==> src/common/dac_ctl_map.svh <==
// Register map, field positions, reset values and trigger codes of the converter channel.
// Assumes inclusion by bare name from the package only; the design module does not include it.
`ifndef DAC_CTL_MAP_SVH
`define DAC_CTL_MAP_SVH

// Byte offsets on the register bus (32-bit words, 16-bit data in low bits).
`define OFS_CONTROL        4'h0
`define OFS_CODE           4'h4
`define OFS_BUFFER         4'h8
`define OFS_STATUS         4'hC

// Control register fields.
`define CTL_ENABLE_BIT     15
`define CTL_IDLE_STOP_BIT  13
`define CTL_SLEEP_RUN_BIT  12
`define CTL_JUSTIFY_BIT    11
`define CTL_SOFT_RESET_DISABLE_BIT      9
`define CTL_TRIG_EN_BIT    8
`define CTL_PIN_EN_BIT     7
`define CTL_TSEL_HI        6
`define CTL_TSEL_LO        2
`define CTL_REF_HI         1
`define CTL_REF_LO         0
`define CTL_WRITE_MASK     16'hBBFF

// Buffer register fields.
`define BUF_MULT_HI        1
`define BUF_MULT_LO        0
`define BUF_WRITE_MASK     16'h0003

// Reset values.
`define CONTROL_RESET      16'h0000
`define CODE_RESET         16'h0000
`define BUFFER_RESET       16'h0001

// Trigger source codes.
`define TSEL_CCP1          5'h01
`define TSEL_CCP5          5'h05
`define TSEL_EXT0          5'h08
`define TSEL_EXT1          5'h09
`define TSEL_EXT2          5'h0A
`define TSEL_TMR1          5'h0B
`define TSEL_CLC1          5'h11
`define TSEL_CLC2          5'h12
`define TSEL_CMP1          5'h18
`define TSEL_CMP2          5'h19
`define TSEL_CMP3          5'h1A
`define TSEL_ADC           5'h1B
`define TSEL_CHARGE_TIME_UNIT          5'h1C

// Full-scale divisor of the ladder.
`define LADDER_STEPS       256

`endif

==> src/common/dac_ctl_pkg.sv <==
// Types shared by the converter channel and its bench.
// Assumes the map header sits on the include path.
package dac_ctl_pkg;
  `include "dac_ctl_map.svh"

  // Reference source choice.
  typedef enum logic [1:0] {
    REF_NONE     = 2'h0,
    REF_EXT_POS  = 2'h1,
    REF_SUPPLY   = 2'h2,
    REF_BAND_GAP = 2'h3
  } reference_e;

  // Band-gap buffer multiplier choice.
  typedef enum logic [1:0] {
    MULT_RESERVED = 2'h0,
    MULT_X1       = 2'h1,
    MULT_X2       = 2'h2,
    MULT_X4       = 2'h3
  } multiplier_e;

  // Channel power state.
  typedef enum logic [2:0] {
    ST_OFF  = 3'b001,
    ST_RUN  = 3'b010,
    ST_HOLD = 3'b100
  } channel_e;

  // Raw trigger event inputs from neighbouring peripherals.
  typedef struct packed {
    logic [4:0] capture_compare;
    logic [2:0] ext_interrupt;
    logic       timer1_sync;
    logic [1:0] logic_cell;
    logic [2:0] comparator;
    logic       adc_done;
    logic       charge_time;
  } trigger_s;

  // Controls toward the analog ladder and pad.
  typedef struct packed {
    logic        powered;
    logic [7:0]  ladder_code;
    reference_e  reference;
    multiplier_e multiplier;
    logic        pin_drive;
    logic        pin_to_port;
  } analog_s;
endpackage

==> src/design/dac_control_trigger_logic.sv <==
// Digital control of one 8-bit converter channel with an Avalon-MM register slave.
// Assumes trigger events arrive asynchronously and that low-power mode levels come from
// the power controller on the same clock.
//
// Design decisions made here: the placing of the registers and the Avalon-MM register port.
`timescale 1ns/100ps

module dac_control_trigger_logic (
  // Clock and resets.
  input  wire logic                  core_clk,
  input  wire logic                  reset_n,
  input  wire logic                  soft_reset,
  // Device low-power modes.
  input  wire logic                  device_idle,
  input  wire logic                  device_sleep,
  // Trigger event sources.
  input  wire dac_ctl_pkg::trigger_s trigger_in,
  // Avalon-MM register slave.
  input  wire logic [3:0]            avs_address,
  input  wire logic                  avs_read,
  input  wire logic                  avs_write,
  input  wire logic [31:0]           avs_writedata,
  input  wire logic [3:0]            avs_byteenable,
  output logic [31:0]                avs_readdata,
  output logic                       avs_waitrequest,
  output logic [1:0]                 avs_response,
  // Analog ladder and pad controls.
  output dac_ctl_pkg::analog_s       analog_out
);
  import dac_ctl_pkg::*;

  ////////////////////////////////////////////////////////////////////////////////////////////
  // Functions.

  // Maps a trigger source code to one event line; unused codes give a constant low.
  function automatic logic pick_trigger(input logic [4:0] sel, input trigger_s t);
    logic hit;
    hit = 1'b0;
    if (sel >= `TSEL_CCP1 && sel <= `TSEL_CCP5) begin
      hit = t.capture_compare[3'(sel - `TSEL_CCP1)];
    end else if (sel == `TSEL_EXT0) begin
      hit = t.ext_interrupt[0];
    end else if (sel == `TSEL_EXT1) begin
      hit = t.ext_interrupt[1];
    end else if (sel == `TSEL_EXT2) begin
      hit = t.ext_interrupt[2];
    end else if (sel == `TSEL_TMR1) begin
      hit = t.timer1_sync;
    end else if (sel == `TSEL_CLC1) begin
      hit = t.logic_cell[0];
    end else if (sel == `TSEL_CLC2) begin
      hit = t.logic_cell[1];
    end else if (sel == `TSEL_CMP1) begin
      hit = t.comparator[0];
    end else if (sel == `TSEL_CMP2) begin
      hit = t.comparator[1];
    end else if (sel == `TSEL_CMP3) begin
      hit = t.comparator[2];
    end else if (sel == `TSEL_ADC) begin
      hit = t.adc_done;
    end else if (sel == `TSEL_CHARGE_TIME_UNIT) begin
      hit = t.charge_time;
    end else begin
      hit = 1'b0;
    end
    return hit;
  endfunction

  // Merges bus bytes into a 16-bit register under a writable-bit mask.
  function automatic logic [15:0] merge16(input logic [15:0] old, input logic [31:0] wd,
                                          input logic [3:0] be, input logic [15:0] mask);
    logic [15:0] v;
    v = old;
    if (be[0]) begin
      v[7:0] = wd[7:0];
    end
    if (be[1]) begin
      v[15:8] = wd[15:8];
    end
    return v & mask;
  endfunction

  ////////////////////////////////////////////////////////////////////////////////////////////
  // Registers and bus decode.

  logic [15:0] control_q;
  logic [15:0] code_q;
  logic [15:0] buffer_q;
  logic [7:0]  ladder_q;
  logic        pending_q;
  logic        trig_meta_q;
  logic        trig_sync_q;
  logic        trig_prev_q;
  logic        soft_clear;
  logic        wr_control;
  logic        wr_code;
  logic        wr_buffer;
  logic        addr_ok;
  logic        trig_rise;
  logic [7:0]  chosen_code;
  logic [15:0] code_next;
  channel_e    state_q;
  channel_e    state_d;

  // Soft resets only clear the channel while the disable bit is clear.
  assign soft_clear = soft_reset && !control_q[`CTL_SOFT_RESET_DISABLE_BIT];

  // Every access answers in the cycle it is presented, so waitrequest never rises.
  assign avs_waitrequest = 1'b0;

  // Address decode.
  always_comb begin
    wr_control = 1'b0;
    wr_code    = 1'b0;
    wr_buffer  = 1'b0;
    addr_ok    = 1'b1;
    if (avs_address == `OFS_CONTROL) begin
      wr_control = avs_write;
    end else if (avs_address == `OFS_CODE) begin
      wr_code = avs_write;
    end else if (avs_address == `OFS_BUFFER) begin
      wr_buffer = avs_write;
    end else if (avs_address == `OFS_STATUS) begin
      addr_ok = 1'b1;
    end else begin
      addr_ok = 1'b0;
    end
  end

  // Read data and response are combinational from the address, so the data stand at the
  // very edge where waitrequest is sampled low; no read side effects exist.
  always_comb begin
    avs_readdata = 32'h0000_0000;
    avs_response = addr_ok ? 2'h0 : 2'h2;
    if (avs_address == `OFS_CONTROL) begin
      avs_readdata = {16'h0000, control_q};
    end else if (avs_address == `OFS_CODE) begin
      avs_readdata = {16'h0000, code_q};
    end else if (avs_address == `OFS_BUFFER) begin
      avs_readdata = {16'h0000, buffer_q};
    end else if (avs_address == `OFS_STATUS) begin
      avs_readdata = {16'h0000, ladder_q, pending_q, 4'h0, state_q};
    end else begin
      avs_readdata = 32'h0000_0000;
    end
  end

  // Control register; unimplemented bits 14 and 10 are masked off on write.
  always_ff @(posedge core_clk or negedge reset_n) begin
    if (!reset_n) begin
      control_q <= `CONTROL_RESET;
    end else if (soft_clear) begin
      control_q <= `CONTROL_RESET;
    end else if (wr_control) begin
      control_q <= merge16(control_q, avs_writedata, avs_byteenable, `CTL_WRITE_MASK);
    end
  end

  // Code register holds the full word; justification picks the byte used.
  always_ff @(posedge core_clk or negedge reset_n) begin
    if (!reset_n) begin
      code_q <= `CODE_RESET;
    end else if (soft_clear) begin
      code_q <= `CODE_RESET;
    end else if (wr_code) begin
      code_q <= merge16(code_q, avs_writedata, avs_byteenable, 16'hFFFF);
    end
  end

  // Buffer register belongs to the shared reference and returns to its reset value 1 on every device reset.
  always_ff @(posedge core_clk or negedge reset_n) begin
    if (!reset_n) begin
      buffer_q <= `BUFFER_RESET;
    end else if (soft_reset) begin
      buffer_q <= `BUFFER_RESET;
    end else if (wr_buffer) begin
      buffer_q <= merge16(buffer_q, avs_writedata, avs_byteenable, `BUF_WRITE_MASK);
    end
  end

  ////////////////////////////////////////////////////////////////////////////////////////////
  // Channel state.

  // Idle stop and sleep power-down override the enable; sleep with run set holds the code.
  always_comb begin
    state_d = ST_OFF;
    if (!control_q[`CTL_ENABLE_BIT]) begin
      state_d = ST_OFF;
    end else if (device_sleep) begin
      state_d = control_q[`CTL_SLEEP_RUN_BIT] ? ST_HOLD : ST_OFF;
    end else if (device_idle && control_q[`CTL_IDLE_STOP_BIT]) begin
      state_d = ST_OFF;
    end else begin
      state_d = ST_RUN;
    end
  end

  always_ff @(posedge core_clk or negedge reset_n) begin
    if (!reset_n) begin
      state_q <= ST_OFF;
    end else begin
      case (state_q)
        ST_OFF:  state_q <= state_d;
        ST_RUN:  state_q <= state_d;
        ST_HOLD: state_q <= state_d;
        default: state_q <= ST_OFF;
      endcase
    end
  end

  ////////////////////////////////////////////////////////////////////////////////////////////
  // Trigger path.

  // Two-stage synchroniser on the selected event; the mux glitches on select changes, which
  // can cost one spurious edge, so software should change the source with triggering off.
  always_ff @(posedge core_clk or negedge reset_n) begin
    if (!reset_n) begin
      trig_meta_q <= 1'b0;
      trig_sync_q <= 1'b0;
      trig_prev_q <= 1'b0;
    end else begin
      trig_meta_q <= pick_trigger(control_q[`CTL_TSEL_HI:`CTL_TSEL_LO], trigger_in);
      trig_sync_q <= trig_meta_q;
      trig_prev_q <= trig_sync_q;
    end
  end

  assign trig_rise = trig_sync_q && !trig_prev_q;

  // Code word as it will stand after the current write; feeds the immediate update path.
  assign code_next = merge16(code_q, avs_writedata, avs_byteenable, 16'hFFFF);

  // Byte presented to the ladder.
  assign chosen_code = control_q[`CTL_JUSTIFY_BIT] ? code_q[15:8] : code_q[7:0];

  // Edge seen while running is flagged, then the ladder loads on the next cycle.
  always_ff @(posedge core_clk or negedge reset_n) begin
    if (!reset_n) begin
      pending_q <= 1'b0;
    end else begin
      pending_q <= trig_rise && control_q[`CTL_TRIG_EN_BIT] && (state_q == ST_RUN);
    end
  end

  // Ladder input register: immediate on write, or on the flagged trigger edge.
  always_ff @(posedge core_clk or negedge reset_n) begin
    if (!reset_n) begin
      ladder_q <= 8'h00;
    end else if (soft_clear) begin
      ladder_q <= 8'h00;
    end else if (state_q != ST_RUN) begin
      ladder_q <= ladder_q;
    end else if (control_q[`CTL_TRIG_EN_BIT]) begin
      if (pending_q) begin
        ladder_q <= chosen_code;
      end
    end else if (wr_code) begin
      ladder_q <= control_q[`CTL_JUSTIFY_BIT] ? code_next[15:8] : code_next[7:0];
    end
  end

  ////////////////////////////////////////////////////////////////////////////////////////////
  // Analog controls.

  // The ladder forms reference * code / 256; no reference means no conversion at all.
  always_ff @(posedge core_clk or negedge reset_n) begin
    if (!reset_n) begin
      analog_out <= '{powered: 1'b0, ladder_code: 8'h00, reference: REF_NONE,
                      multiplier: MULT_X1, pin_drive: 1'b0, pin_to_port: 1'b1};
    end else begin
      analog_out.powered     <= (state_q != ST_OFF) &&
                                (control_q[`CTL_REF_HI:`CTL_REF_LO] != REF_NONE);
      analog_out.ladder_code <= ladder_q;
      analog_out.reference   <= reference_e'(control_q[`CTL_REF_HI:`CTL_REF_LO]);
      analog_out.multiplier  <= multiplier_e'(buffer_q[`BUF_MULT_HI:`BUF_MULT_LO]);
      analog_out.pin_drive   <= (state_q != ST_OFF) && control_q[`CTL_PIN_EN_BIT];
      analog_out.pin_to_port <= (state_q == ST_OFF);
    end
  end

endmodule // dac_control_trigger_logic

==> config.mk <==
export PLATFORM = sky130hd
export DESIGN_NAME = dac_control_trigger_logic
export DESIGN_NICKNAME = d
export VERILOG_FILES = /design/src/common/dac_ctl_pkg.sv /design/src/design/dac_control_trigger_logic.sv
export VERILOG_INCLUDE_DIRS = /design/src /design/src/common
export SDC_FILE = /design/constraint.sdc
export NUM_CORES = 1
export LEC_CHECK = 0
export BUFFER_PORTS_ARGS = -buffer_cell sky130_fd_sc_hd__buf_2
export CAP_MARGIN = 20
export CELL_PAD_IN_SITES_DETAIL_PLACEMENT = 1
export CELL_PAD_IN_SITES_GLOBAL_PLACEMENT = 2
export CORE_MARGIN = 2
export CORE_UTILIZATION = 30
export DETAILED_ROUTE_END_ITERATION = 12
export PLACE_DENSITY = 0.91
export SLEW_MARGIN = 20
export SYNTH_ARGS = -nofsm -noshare
export SYNTH_HDL_FRONTEND = slang
export SYNTH_SLANG_ARGS = --single-unit
==> constraint.sdc <==
create_clock -name core_clk -period 2.1 [get_ports core_clk]
set_input_delay 0.21 -clock core_clk [delete_from_list [all_inputs] [get_ports core_clk]]
set_output_delay 0.21 -clock core_clk [all_outputs]
set_load 0.02 [all_outputs]
==> out/results.ini <==
[clocking]
htreeDepth = 3
clockBufferDepth = 2
cts_root_buf = clkbuf_16
clk_pin_slew_ns = 0.05
numClockSinks = 62
cts_tree = yes
clk_latency_ns = 0.33
cts_buffers = 9

[sta]
period_share_pct = 90.8
setup-tns-final_ns = 0
hold_viol = 0
grt_setup_unrepaired = no
slew_headroom_pct = 58.4
slew_violations = 0
worst_pin_slew_ns = 0.623
fin_crit_ns = 1.91
finalSetupViolations = 0
finClkSkew_ns = 0.00905
max_freq_mhz = 525

[layout]
synthToLayoutAreaGrowth_pct = 23.6
final_common_cell = buf_2
diodes = 0
drive_gt1_share_pct = 29.0
fin_nets = 500
most-common-layout-cells = buf_2 (75), nor2_1 (58), dfrtp_1 (57)
utilization_pct = 37.7
instances_no_fill = 581

[yosys]
synth-seq-cells = 62
synthFlopType = dfrtp_1
synth_warnings = 0
synthCells = 351
synth_top_cell_area_share_pct = 41.8
synth_area_leaders = dfrtp_1 (42%), mux2i_1 (11%), nor2_1 (6.3%), buf_4 (4.1%), dfstp_2 (3.0%)
async_reset_ff_share_pct = 100
syn_area_um2 = 3470
synth-seq-area-share_pct = 44.9
yosys.cell_types.count = 42
synth.largest_area_cell = dfrtp_1
synth_edf_count = 0
syn_avg_cell_area_um2 = 9.88

[floorplanning]
std_cell_rows = 39
die_height_um = 112
die-area_um2 = 12400
core_area_um2 = 11400
initial_core_util_pct = 30.5
die_w_um = 112
io_pins = 113

[critical_path]
cpLargestDelayFamily = compound AO/OA/AOI/OAI gates
critPathArrivalTime_ns = 2.10
worstPathRequired_ns = 2.29
crit_path_frequent_cell = a21oi_1
critical_path_buf_inv_count = 1
worstSetupStartpointType = flop
rr_endpoint = trig_meta_q
end_kind = flop
crit_type = reg2reg
r2r_slack_ns = 0.19
slowest_delay_ns = 0.45
r2r_cells = 6
worst-path-max-fanout = 8
r2r-start = control_q[3]
cp_slowest_cell = a2111oi_0
crit_chain = inv_1 -> ha_1 -> a21oi_1 -> a21oi_1 -> a2111oi_0 -> o32ai_1

[routing]
wl_per_cell_um = 17.5
firstDrtPassIters = 4
viasPerCell = 5.16
wirelength_um = 10200
drc = 0
postRouteAntennaNets = 0
vias = 2999
drt-initial-drc-count = 150

[grt]
grt_usage_pct = 16.6
grt_pass1_wl_um = 16500
grt_overflow = 0
grt_max_degree = 63
grt_antenna_before_repair = 0
grt_pass1_vias = 3163

[power_and_ir_drop]
power_density_nw_per_um2 = 664
power_leakage_nw = 2.04
ir_drop_mv = 0.416

[place]
port_buffers = 75
dp_hpwl_um = 7350
dpl.cell_count = 564
gp_congestion = 0.845

[worst_hold_path]
hp-class = in2reg
min_to = state_q[1]
hold_depth = 2
worst_hold_startpoint = device_sleep

[status]
status = complete, no violations

[run]
maxCapViolations = 0

-- metrics by stage --
step | cell area (µm²) | worst slack, ns | hold slack, ns | total power [W]
finish | 4290 | 0.194 | 0.0879 | 0.00284
global route | 4290 | 0.0524 | 0.0996 | 0.00294
CTS | 4290 | 0.0966 | 0.0890 | 0.00286
detailed placement | 4000 | 0.0999 | 0.253 | 0.00151
global placement | 4000 | 0.210 | 0.249 | 0.00150
floorplan | 3530 | 0.388 | -0.0856 | 0.00140
-- where the power goes --
| group | switching [W] | internal [W] |
|---|---|---|
| Sequential | 0.00000758 | 0.00120 |
| Combinational | 0.000184 | 0.0000910 |
| Clock | 0.000562 | 0.000796 |
| Total | 0.000753 | 0.00209 |
-- Yosys cell counts (8+ instances only) --
master      n
dfrtp_1    58
nor2_1     58
mux2i_1    39
a21oi_1    19
buf_4      19
o21ai_0    17
inv_1      14
clkbuf_1   12
nand2_1    11
nand3b_1   11
o211ai_1    9
a31oi_1     8
mux2_2      8
nor2b_1     8
o2111ai_1   8
-- state kept, by name (all words and copies together), names as in the netlist --
name and count:
trig_prev_q 1, pending_q 1, control_q 14, analog_out 15
trig_sync_q 1, buffer_q 2, state_q 3, trig_meta_q 1
ladder_q 8, code_q 16
-- worst register-to-register path, cell delays in order, from the launching register on --
cell	delay (ns)
dfrtp_1	0.44
inv_1	0.10
ha_1	0.29
a21oi_1	0.21
a21oi_1	0.11
a2111oi_0	0.45
o32ai_1	0.16
-- cells by family after synthesis --
logic type / count (synthesis) / synth area share (%)
AOI/OAI and AO/OA: 70 / 13.4
xor gates and xnor gates: 3 / 0.758
adders and majority gates: 4 / 1.44
buffers and inverters: 51 / 7.61
DFF: 62 / 44.9
muxes: 50 / 15.8
other: 1 / 0.108
and+or+nand+nor: 110 / 16.0
-- worst max-delay path by stage --
stage / startpoint / to / cells past startpoint
6_report: control_q[3] / trig_meta_q / 6
5_1_grt: control_q[2] / trig_meta_q / 6
4_1_cts: control_q[2] / trig_meta_q / 6
3_5_place_dp: control_q[2] / trig_meta_q / 6
3_3_place_gp: control_q[2] / trig_meta_q / 6
2_1_floorplan: control_q[2] / trig_meta_q / 6
-- timing repair --
| item | CTS | global route |
|---|---|---|
| hold buffers | 1 | 0 |
| endpoints found under the hold margin | 58 | 0 |
| buffers inserted | 0 | 0 |
| setup endpoints to repair | 0 | 1 |
| resized for setup | 0 | 1 |
-- area by class of cell --
| cell class | instances | area (µm²) |
|---|---|---|
| clock inverter | 7 | 51.3 |
| tap | 143 | 179 |
| multi-input combinational | 255 | 1710 |
| inverter | 15 | 56.3 |
| sequential | 62 | 1560 |
| fill | 1308 | 7080 |
| timing repair buffer | 90 | 503 |
| clock buffer | 9 | 225 |
-- metal layers --
metal  routed length [µm]  up-vias  share of wire, %  track usage (%)
li1                     -     1375                 -                -
met1                 4160     1521                41             21.3
met2                 5180       92                51             28.4
met3                  676       11               6.6             3.05
met4                  154        0               1.5             5.68
met5                    0        -                 0                0
Note: power is estimated with default switching activity, not from simulation.
